[src/design/sub_swap_defines.svh]
// constants for the subtract and nibble exchange datapath slice
// included by the package and the design modules
`ifndef SUB_SWAP_DEFINES_SVH
`define SUB_SWAP_DEFINES_SVH
`define DATA_WIDTH      8
`define NIBBLE_WIDTH    4
`define WORK_RESET      8'h00
`define FLAG_RESET      4'h0
// status flag bit positions inside the four-bit flag vector
`define FLAG_NOBORROW   0
`define FLAG_HALF       1
`define FLAG_ZERO       2
`define FLAG_RANGE      3
`define FLAG_COUNT      4
// memory of the slice: depth in bytes and address width
`define MEM_DEPTH       256
`define MEM_ADDR_WIDTH  8
`endif

[src/design/sub_swap_pkg.sv]
// types shared by the datapath slice files
// assumes sub_swap_defines.svh is on the include path
`include "sub_swap_defines.svh"
package sub_swap_pkg;
    typedef logic [`DATA_WIDTH-1:0]     byte_t;
    typedef logic [`MEM_ADDR_WIDTH-1:0] addr_t;
    typedef logic [`FLAG_COUNT-1:0]     flags_t;
    typedef enum logic [3:0]
    {
        OP_NONE         = 4'h0,
        OP_SUB_TO_WORK  = 4'h1,
        OP_SUB_TO_MEM   = 4'h2,
        OP_SUB_IMM      = 4'h3,
        OP_SWAP_MEM     = 4'h4
    } op_t;
    typedef enum logic [2:0]
    {
        ST_IDLE  = 3'b001,
        ST_READ  = 3'b010,
        ST_WRITE = 3'b100
    } state_t;
endpackage

[src/design/data_mem.sv]
// data memory of the slice: one write port, registered read data
// assumes a single clock; read data appear one edge after the address
`timescale 1ns/10ps
`default_nettype none
`include "sub_swap_defines.svh"
module data_mem
#(
    parameter int DEPTH = `MEM_DEPTH
)
(
    // clock
    input  wire logic                        clk,
    // read port
    input  wire logic [`MEM_ADDR_WIDTH-1:0]  readAddr,
    output logic      [`DATA_WIDTH-1:0]      readData,
    // write port
    input  wire logic                        writeEn,
    input  wire logic [`MEM_ADDR_WIDTH-1:0]  writeAddr,
    input  wire logic [`DATA_WIDTH-1:0]      writeData
);
    logic [`DATA_WIDTH-1:0] store [DEPTH];

    always_ff @(posedge clk)
    begin
        if (writeEn)
        begin
            store[writeAddr] <= writeData;
        end
        readData <= store[readAddr];
    end
endmodule
`default_nettype wire

[src/design/subtract_and_swap_alu.sv]
// Contract
// RULE1 - memory subtract: working register minus byte into working register, memory kept
// RULE2 - memory-target subtract: working register minus byte written back, register kept
// RULE3 - immediate subtract: working register minus instruction constant into working register
// RULE4 - no-borrow flag 0 when difference negative, 1 when positive or zero
// RULE5 - subtracts update only range, zero, half-borrow and no-borrow flags
// RULE6 - nibble exchange swaps upper and lower four bits of memory byte
// RULE7 - exchanged byte written back; working register and flags unchanged
//
// subtract and nibble exchange slice with its own data memory
// assumes the decoder holds opStart for one cycle and waits for opDone
// memory contents are not reset; preload them before use
`timescale 1ns/10ps
`default_nettype none
`include "sub_swap_defines.svh"
module subtract_and_swap_alu
(
    // clock and reset
    input  wire logic                   clk,
    input  wire logic                   rst,
    // instruction request
    input  wire logic                   opStart,
    input  wire sub_swap_pkg::op_t      opCode,
    input  wire sub_swap_pkg::addr_t    opAddr,
    input  wire sub_swap_pkg::byte_t    opImm,
    output logic                        opBusy,
    output logic                        opDone,
    // memory preload port, used while idle
    input  wire logic                   loadEn,
    input  wire sub_swap_pkg::addr_t    loadAddr,
    input  wire sub_swap_pkg::byte_t    loadData,
    // memory byte at the latched operand address, read again every cycle
    output sub_swap_pkg::byte_t         memData,
    // architectural state
    output sub_swap_pkg::byte_t         workingRegister,
    output sub_swap_pkg::flags_t        statusFlags
);
    import sub_swap_pkg::*;

    // ====================================================
    // state
    state_t state_r;
    state_t state_nxt;
    op_t    op_r;
    op_t    op_nxt;
    addr_t  addr_r;
    addr_t  addr_nxt;
    byte_t  imm_r;
    byte_t  imm_nxt;
    byte_t  work_r;
    byte_t  work_nxt;
    flags_t flags_r;
    flags_t flags_nxt;
    logic   done_r;
    logic   done_nxt;

    // ====================================================
    // memory
    byte_t  rdData;
    logic   memWe;
    addr_t  memWaddr;
    byte_t  memWdata;
    addr_t  memRaddr;

    data_mem #(.DEPTH(`MEM_DEPTH)) u_mem
    (
        .clk       (clk),
        .readAddr  (memRaddr),
        .readData  (rdData),
        .writeEn   (memWe),
        .writeAddr (memWaddr),
        .writeData (memWdata)
    );

    // ====================================================
    // subtractor
    byte_t                subtrahend;
    logic [`DATA_WIDTH:0] diffWide;
    logic [`NIBBLE_WIDTH:0] lowWide;
    byte_t                diff;
    flags_t               subFlags;
    byte_t                swapped;
    logic                 signsDiffer;
    logic                 signFlipped;

    always_comb
    begin
        subtrahend = (op_r == OP_SUB_IMM) ? imm_r : rdData;
        diffWide   = {1'b0, work_r} - {1'b0, subtrahend};
        lowWide    = {1'b0, work_r[`NIBBLE_WIDTH-1:0]} - {1'b0, subtrahend[`NIBBLE_WIDTH-1:0]};
        diff       = diffWide[`DATA_WIDTH-1:0];
        subFlags   = `FLAG_RESET;
        // borrow out of bit 7 means the unsigned difference went negative
        subFlags[`FLAG_NOBORROW] = ~diffWide[`DATA_WIDTH]; // RULE4
        // borrow out of bit 3 sets the half-borrow flag
        subFlags[`FLAG_HALF]     = lowWide[`NIBBLE_WIDTH];
        subFlags[`FLAG_ZERO]     = (diff == 8'h00);
        // signed overflow needs operands of opposite sign and a result sign flip
        signsDiffer = (work_r[`DATA_WIDTH-1] != subtrahend[`DATA_WIDTH-1]);
        signFlipped = (diff[`DATA_WIDTH-1] != work_r[`DATA_WIDTH-1]);
        subFlags[`FLAG_RANGE]    = signsDiffer && signFlipped;
        swapped = {rdData[`NIBBLE_WIDTH-1:0], rdData[`DATA_WIDTH-1:`NIBBLE_WIDTH]}; // RULE6
    end

    // ====================================================
    // sequencer
    always_comb
    begin
        state_nxt = state_r;
        op_nxt    = op_r;
        addr_nxt  = addr_r;
        imm_nxt   = imm_r;
        work_nxt  = work_r;
        flags_nxt = flags_r;
        done_nxt  = 1'b0;
        memWe     = 1'b0;
        memWaddr  = loadAddr;
        memWdata  = loadData;
        // hold the latched address so memData keeps showing the operand
        memRaddr  = addr_r;
        unique case (state_r)
            ST_IDLE:
            begin
                // preload shares the write port, so it is honoured only while idle
                memWe = loadEn;
                if (opStart)
                begin
                    op_nxt   = opCode;
                    addr_nxt = opAddr;
                    imm_nxt  = opImm;
                    memRaddr = opAddr;
                    // immediate form needs no memory read
                    if (opCode == OP_SUB_IMM)
                    begin
                        state_nxt = ST_WRITE;
                    end
                    // the idle code only reads, so it completes at once
                    else if (opCode == OP_NONE)
                    begin
                        done_nxt = 1'b1;
                    end
                    else
                    begin
                        state_nxt = ST_READ;
                    end
                end
            end
            ST_READ:
            begin
                // read data from the idle edge are valid now
                state_nxt = ST_WRITE;
            end
            ST_WRITE:
            begin
                state_nxt = ST_IDLE;
                done_nxt  = 1'b1;
                memWaddr  = addr_r;
                case (op_r)
                    OP_SUB_TO_WORK, OP_SUB_IMM:
                    begin
                        work_nxt  = diff; // RULE1 RULE3
                        flags_nxt = subFlags; // RULE5
                    end
                    OP_SUB_TO_MEM:
                    begin
                        memWe     = 1'b1;
                        memWdata  = diff; // RULE2
                        flags_nxt = subFlags; // RULE5
                    end
                    OP_SWAP_MEM:
                    begin
                        memWe    = 1'b1;
                        memWdata = swapped; // RULE7
                    end
                    // unknown codes finish with no write and no flag change
                    default:
                    begin
                        memWe = 1'b0;
                    end
                endcase
            end
            default:
            begin
                state_nxt = ST_IDLE;
            end
        endcase
    end

    // ====================================================
    // registers
    // reset clears the sequencer and architectural registers; the memory keeps its contents
    always_ff @(posedge clk or posedge rst)
    begin
        if (rst)
        begin
            state_r <= ST_IDLE;
            op_r    <= OP_NONE;
            addr_r  <= '0;
            imm_r   <= `WORK_RESET;
            work_r  <= `WORK_RESET;
            flags_r <= `FLAG_RESET;
            done_r  <= 1'b0;
        end
        else
        begin
            state_r <= state_nxt;
            op_r    <= op_nxt;
            addr_r  <= addr_nxt;
            imm_r   <= imm_nxt;
            work_r  <= work_nxt;
            flags_r <= flags_nxt;
            done_r  <= done_nxt;
        end
    end

    // ====================================================
    // outputs
    // busy is decoded from the state register; done has its own flop
    assign opBusy          = (state_r != ST_IDLE);
    assign opDone          = done_r;
    assign memData         = rdData;
    assign workingRegister = work_r;
    assign statusFlags     = flags_r;
endmodule
`default_nettype wire

[config.mk]
export PLATFORM = sky130hd
export DESIGN_NAME = subtract_and_swap_alu
export DESIGN_NICKNAME = d
export VERILOG_FILES = /design/src/design/sub_swap_pkg.sv /design/src/design/data_mem.sv /design/src/design/subtract_and_swap_alu.sv
export VERILOG_INCLUDE_DIRS = /design/src /design/src/design
export SDC_FILE = /design/constraint.sdc
export NUM_CORES = 2
export LEC_CHECK = 0
export ABC_AREA = 1
export BUFFER_PORTS_ARGS = -buffer_cell sky130_fd_sc_hd__buf_2
export CAP_MARGIN = 10
export CORE_UTILIZATION = 63
export DETAILED_ROUTE_END_ITERATION = 10
export HOLD_SLACK_MARGIN = 0.1
export PLACE_DENSITY = 0.79
export SETUP_SLACK_MARGIN = 0.02
export SLEW_MARGIN = 30
export SYNTH_ARGS = -nofsm -noshare
export SYNTH_HDL_FRONTEND = slang
export SYNTH_SLANG_ARGS = --single-unit
[constraint.sdc]
create_clock -name clk -period 20.8 [get_ports clk]
set_clock_uncertainty 0.1 [all_clocks]
set_input_delay 4.16 -clock clk [delete_from_list [all_inputs] [get_ports clk]]
set_output_delay 4.16 -clock clk [all_outputs]
set_load 0.005 [all_outputs]
Yosys cells after proc, flatten, opt, wreduce, memory -nomap -nowiden
Memories as Yosys holds them, arrays and structs flattened. A register that Yosys moved wholly into a read port is not among the register bits.
Index checks and enable logic that the tools add are counted.
{"block": "totals", "n_memories": 1, "regBits": 36, "out_inout_bits": 22, "mem_bits_rw": 2048, "inputBits": 40}
{"block": "op_classes", "n_mux": 18, "n_eq_ne": 13, "add_sub_neg": 2, "n_reduce_logical": 10, "bitwise_logic": 1}
{"memory": "u_mem.store", "words": 256, "width": 8, "rd": 1, "rd_clocked_by_memory_dff": 1, "wr": 1, "line_no": "data_mem.sv:21", "source": "logic [`DATA_WIDTH-1:0] store [DEPTH];"}
{"operator": "two-way mux 8 bit", "count": 5}
{"operator": "one-hot mux 8 bit (2 select lines)", "count": 1}
{"operator": "equality test 4 x 2 -> 1 bit, second input constant", "count": 3}
{"operator": "two-way mux 3 bit", "count": 3}
{"operator": "subtractor 8 x 8 -> 9 bit", "count": 1}
{"operator": "zero test 8 bit", "count": 1}
{"operator": "AND reduction 2 bit", "count": 4}
{"operator": "two-way mux 1 bit", "count": 6}
{"operator": "one-hot mux 3 bit (2 select lines)", "count": 1}
{"operator": "subtractor 4 x 4 -> 5 bit", "count": 1}
{"operator": "equality test 4 x 1 -> 1 bit, second input constant", "count": 1}
{"operator": "equality test 4 x 3 -> 1 bit, second input constant", "count": 1}
{"operator": "zero test 4 bit", "count": 1}
{"operator": "one-hot mux 1 bit (2 select lines)", "count": 2}
{"operator": "OR reduction 2 bit", "count": 2}
{"operator": "equality test 3 x 1 -> 1 bit, second input constant", "count": 1}
{"operator": "equality test 3 x 2 -> 1 bit, second input constant", "count": 1}
{"operator": "equality test 3 bit, second input constant", "count": 1}
{"operator": "!= test 3 x 1 -> 1 bit, second input constant", "count": 1}
{"operator": "!= test 3 bit, second input constant", "count": 1}
{"operator": "OR reduction 3 bit", "count": 1}
{"operator": "!= test 1 bit", "count": 2}
{"operator": "!= test 2 bit, second input constant", "count": 1}
{"operator": "logical AND 1 bit", "count": 1}
{"operator": "inverter 1 bit", "count": 1}

Longest topological paths before layout
{"block": "logic_depth", "depth_word": 6, "depth_mapped": 19, "mapped_depth_nobuf": 19}

Hierarchy
From an unflattened synthesis, not the netlist that was laid out.
{"block": "unflattened", "cells_unflattened": 7317, "hier_area_um2": 85643.4}
{"module": "data_mem", "n_inst": 1, "seq_area_each_um2": 61659.1, "cells_each": 7003, "area_each_um2": 83396.2}
{"module": "subtract_and_swap_alu", "n_inst": 1, "seq_area_each_um2": 902.1, "cells_each": 314, "area_each_um2": 2247.2}

Worst setup path before layout
Ideal clock, no wire load.
{"block": "synth_timing", "path_kind": "flip-flop to flip-flop", "start": "register op_r[3]", "end": "memory u_mem.store[0][2] (netlist bit), data pin", "arrival_ns": 11.891, "stages_incl_launch_ff": 11, "slack_ns": 6.622, "period_less_slack_ns": 14.178, "path_buffers": 1, "path_cell_list": "dfrtp_1 -> nor2_1 -> nand3_1 -> clkbuf_1 -> nand2_1 -> o21ai_0 -> ha_1 -> fa_1 -> xnor2_1 -> a22oi_1 -> o21ai_0"}
{"block": "synth_via", "elab_chain_cells": 5, "elab_cells_between_ends": 7, "cone_classes": "add/sub (1); eq/ne (3); mux (3)"}
{"item": "start: declaration", "line_no": "subtract_and_swap_alu.sv:44", "source": "op_t op_r;"}
{"item": "start signal: assignment", "line_no": "subtract_and_swap_alu.sv:207", "source": "op_r <= op_nxt;"}
{"item": "equality test 4 x 2 -> 1 bit", "line_no": "subtract_and_swap_alu.sv:88", "source": "subtrahend = (op_r == OP_SUB_IMM) ? imm_r : rdData;"}
{"item": "two-way mux 8 bit", "line_no": "subtract_and_swap_alu.sv:88"}
{"item": "subtractor 8 x 8 -> 9 bit", "line_no": "subtract_and_swap_alu.sv:89", "source": "diffWide = {1'b0, work_r} - {1'b0, subtrahend};"}
{"item": "one-hot mux 8 bit (2 select lines) (*)", "line_no": "subtract_and_swap_alu.sv:158", "source": "case (op_r)"}
{"item": "two-way mux 8 bit (*)", "line_no": "subtract_and_swap_alu.sv:121", "source": "unique case (state_r)"}
{"item": "named net memWdata[2]", "line_no": "subtract_and_swap_alu.sv:62", "source": "byte_t memWdata;"}
{"item": "end: declaration", "line_no": "data_mem.sv:21"}
Mark *: on every way through the listed nets, which the timed path passes. The rest lies on a longest branch.

Final worst setup path
{"block": "layout_timing", "start": "input opStart", "end": "register u_mem.readData[1] (read register of u_mem.store)"}
{"block": "layout_via", "elab_chain_cells": 2}
{"item": "start: declaration", "line_no": "subtract_and_swap_alu.sv:22", "source": "input wire logic opStart,"}
{"item": "two-way mux 8 bit (2 in series)"}
{"item": "end: declaration", "line_no": "data_mem.sv:15", "source": "output logic [`DATA_WIDTH-1:0] readData,"}
No other way between the ends.
A chain may end at the register's enable or synchronous reset.

==> flow_summary.toml <==
[status]
outcome = "complete, no violations"

[setup_path]
crit_slowest_cell = "nand2_4"
r2r_start = "op_r[3]"
cp_max_fo = 90
cp.required_ns = 21.44
path_delay_family = "simple AND/OR/NAND/NOR gates"
arrival_ns = 9.46
cpPeakStageDelay_ns = 0.92
cpMostUsedCell = "nand3_1"
r2r_end = "u_mem.store[121][6]"
worstSetupPathType = "in -> reg"
r2r_setup_slack_ns = 14.64
path_cells = "buf_2 -> inv_1 -> nand2_1 -> nand2_1 -> nand2_4 -> nand2_4 -> buf_4 -> buf_4 -> nand2_1 -> o211ai_1 -> nand3_1 -> nand3_1 -> nand3_1 -> nand3_1 -> nand3_1 -> nand3_1 -> nand2_1"
worstSetupEndpointType = "register"
cp-start-kind = "input port"
r2r_cells = 17
path_buf_inv = 4

[worst_hold_path]
hold_path.startpoint = "statusFlags[3]"
min_to = "statusFlags[3]"
hold_class = "reg -> reg"
hold_depth = 2

[routing]
wirelength_um = 248600
drc = 0
via_count = 64570
wire_per_inst_um = 23.24
drtIter0Drc = 9556
viasPerCell = 6.037
firstDrtPassIters = 8
detail-route-antenna-nets = 0

[synth]
synth_area_mm2 = 0.09194
ys_ff_latch = 2092
synth_largest_area_cell = "edfxtp_1"
syn_nets = 8828
synth_cell_types = 37
avgSynthCellArea_um2 = 10.47
netlist.area_leader.share = 0.6689
yosys_warnings = 0
synth_cells = 8779
synth_area_leaders = "edfxtp_1 67%, nand3_1 10%, nand2_1 8.5%, inv_1 6.4%, nand3b_1 1.4%"
ys_seq_area_frac = 0.6805

[clock_network]
cts_num_sinks = 2092
cts_setup_buffers = 0
cts-htree-levels = 4
numCtsBuffers = 202
worstSkewPairLatency_ns = 0.86
cts_tree = "yes"
clockBufferDepth = 3
clk_pin_slew_ns = 0.06
root_buffer = "clkbuf_16"
cts-resized-gates = 0
hold_buffers = 0

[sta]
rsz0062_at_grt = "no"
worst_pin_slew_ns = 1.435
finalHoldWorstSlack_ns = 0.3827
layout_setup_ws_ns = 11.98
tns_ns = 0
final-max-slew-violation-count = 0
hold_violations = 0
post-route-min-period_ns = 8.821
timing.fmax_ghz = 0.1134
slew-limit-headroom = 0.04333
fin_crit_sh = 0.4241
setup_viol = 0

[power_and_ir_drop]
ir_drop_v = 0.0001848
power_mw = 14.39
powerDensity_mw_per_mm2 = 144.4
power_leakage_nw = 40.40

[placement]
place_ws_ns = 11.47
port_buffers = 61
dpl.cell_count = 10320
place.gp.congestion = 0.9114
hpwlAfterDp_um = 136500

[final_layout]
multiInputGateArea_mm2 = 0.02127
syn_to_final_growth_pct = 8.419
final_nets = 8675
drive_gt1_frac = 0.05473
fillers = 9691
regArea_mm2 = 0.06256
stdcell_count = 10700

[die]
dieArea_mm2 = 0.1475
io_pins = 62
coreArea_mm2 = 0.1442
chipHeight_um = 384.0
initial_core_util = 0.6377
rows = 139
die_w_um = 384.0

[grt]
grt_pass1_vias = 61980
antenna_found_initial = 4
grt_max_degree = 214
grt_overflow = 0
track_usage = 0.3364
grt_pass1_wl_um = 371500

[run]
maxCapViolations = 0
## Yosys cell counts, drive strengths merged
| master | n |
|---|---|
| mux2i | 2 |
| dfstp | 1 |
| nand2 | 2074 |
| a22oi | 1 |
| a21o | 1 |
| dfrtp | 35 |
| nand3 | 1869 |
| xor2 | 1 |
| nor2 | 278 |
| nor3 | 13 |
| a22o | 6 |
| ha | 8 |
| o211ai | 104 |
| o22ai | 4 |
| inv | 1568 |
| a21oi | 16 |
| edfxtp | 2048 |
| nand4 | 1 |
| or2 | 9 |
| buf | 347 |
| o21ai | 50 |
| clkbuf | 160 |
| xnor2 | 3 |
| nor4 | 1 |
| dfxtp | 8 |
| nand3b | 170 |
| fa | 1 |
## report_power, final
group	leakage, nW	internal (mW)	total [mW]	switching (mW)
clock	3.06	1.96	3.54	1.59
combinational	18.4	1.58	6.11	4.53
sequential	18.9	4.70	4.74	0.0437
total	40.4	8.23	14.4	6.16
## area by class of cell
cell class	count	share of cell area
timing repair buffer	150	0.01253
inverter	1568	0.05915
sequential	2092	0.6276
multi-input combinational	4612	0.2134
clock inverter	118	0.01067
tap	1903	0.02389
antenna	4	0.0001004
clock buffer	249	0.05269
## worst reg2reg max path, delay by kind of cell (launching register included)
kind / cells / cell delay, ns
DFF: 1 / 0.40
and+or+nand+nor: 8 / 1.22
buffers and inverters: 3 / 2.23
AOI/OAI and AO/OA: 4 / 1.25
adders and majority gates: 2 / 0.52
## worst max-delay path by stage
stage | from | endpoint | slack, ns | cells after the start
final | opStart | u_mem.readData[1] | 11.98 | 17
after floorplan | op_r[3] | u_mem.store[0][2] | 6.62 | 10
after detailed placement | opStart | u_mem.readData[3] | 11.47 | 17
after global routing | opStart | u_mem.readData[1] | 11.81 | 17
after CTS | opStart | u_mem.readData[1] | 12.37 | 17
after global placement | opStart | u_mem.readData[3] | 11.55 | 17
## state kept, by name, indices dropped and copies added, names as in the netlist
signal	flops
op_r	4
statusFlags	4
addr_r	8
state_r	3
u_mem.store	2048
opDone	1
u_mem.readData	8
workingRegister	8
imm_r	8
## routing by layer
metal / GRT usage / up-vias / share of wire
li1: - / 28690 / -
met1: 0.4409 / 30470 / 0.35
met2: 0.5235 / 4600 / 0.46
met3: 0.08334 / 811 / 0.13
met4: 0.1748 / 2 / 0.057
met5: 0 / - / 0.000044
## placed cells by master (no fill, tap or decap), types with 11 or more instances in the layout
cell       netlist  final
nand2_1       2071   2056
edfxtp_1      2048   2048
nand3_1       1868   1868
inv_1         1562   1560
nor2_1         271    265
clkbuf_16        0    203
nand3b_1       170    170
o211ai_1       104    104
buf_4           66     63
buf_2          231     61
clkinv_1         0     59
clkbuf_1       160     46
dfrtp_1         35     35
o21ai_0         27     26
clkinv_2         0     25
o21ai_1         20     17
a21oi_1         16     16
bufinv_16        0     13
nor2_2           5     11
buf_12           0     11
## metrics by stage
step           utilization  area, um^2
5_1_grt             0.6913       99670
6_report            0.6914       99680
3_3_place_gp        0.6459       93130
3_5_place_dp        0.6462       93170
4_1_cts             0.6900       99490
2_1_floorplan            -       91940
## cell families (layout without fill, tap and decap cells)
kind of cell,after synthesis,after routing,share of synthesized area
compound gates,182,182,0.01321
xor+xnor,4,4,0.0003811
fa+ha+maj,9,9,0.001307
buf+inv,2075,2085,0.09055
flops,2092,2092,0.6805
mux,2,2,0.0002178
other cells,0,4,0
simple gates,4415,4415,0.2139
Note: power is estimated with default switching activity, not from simulation.
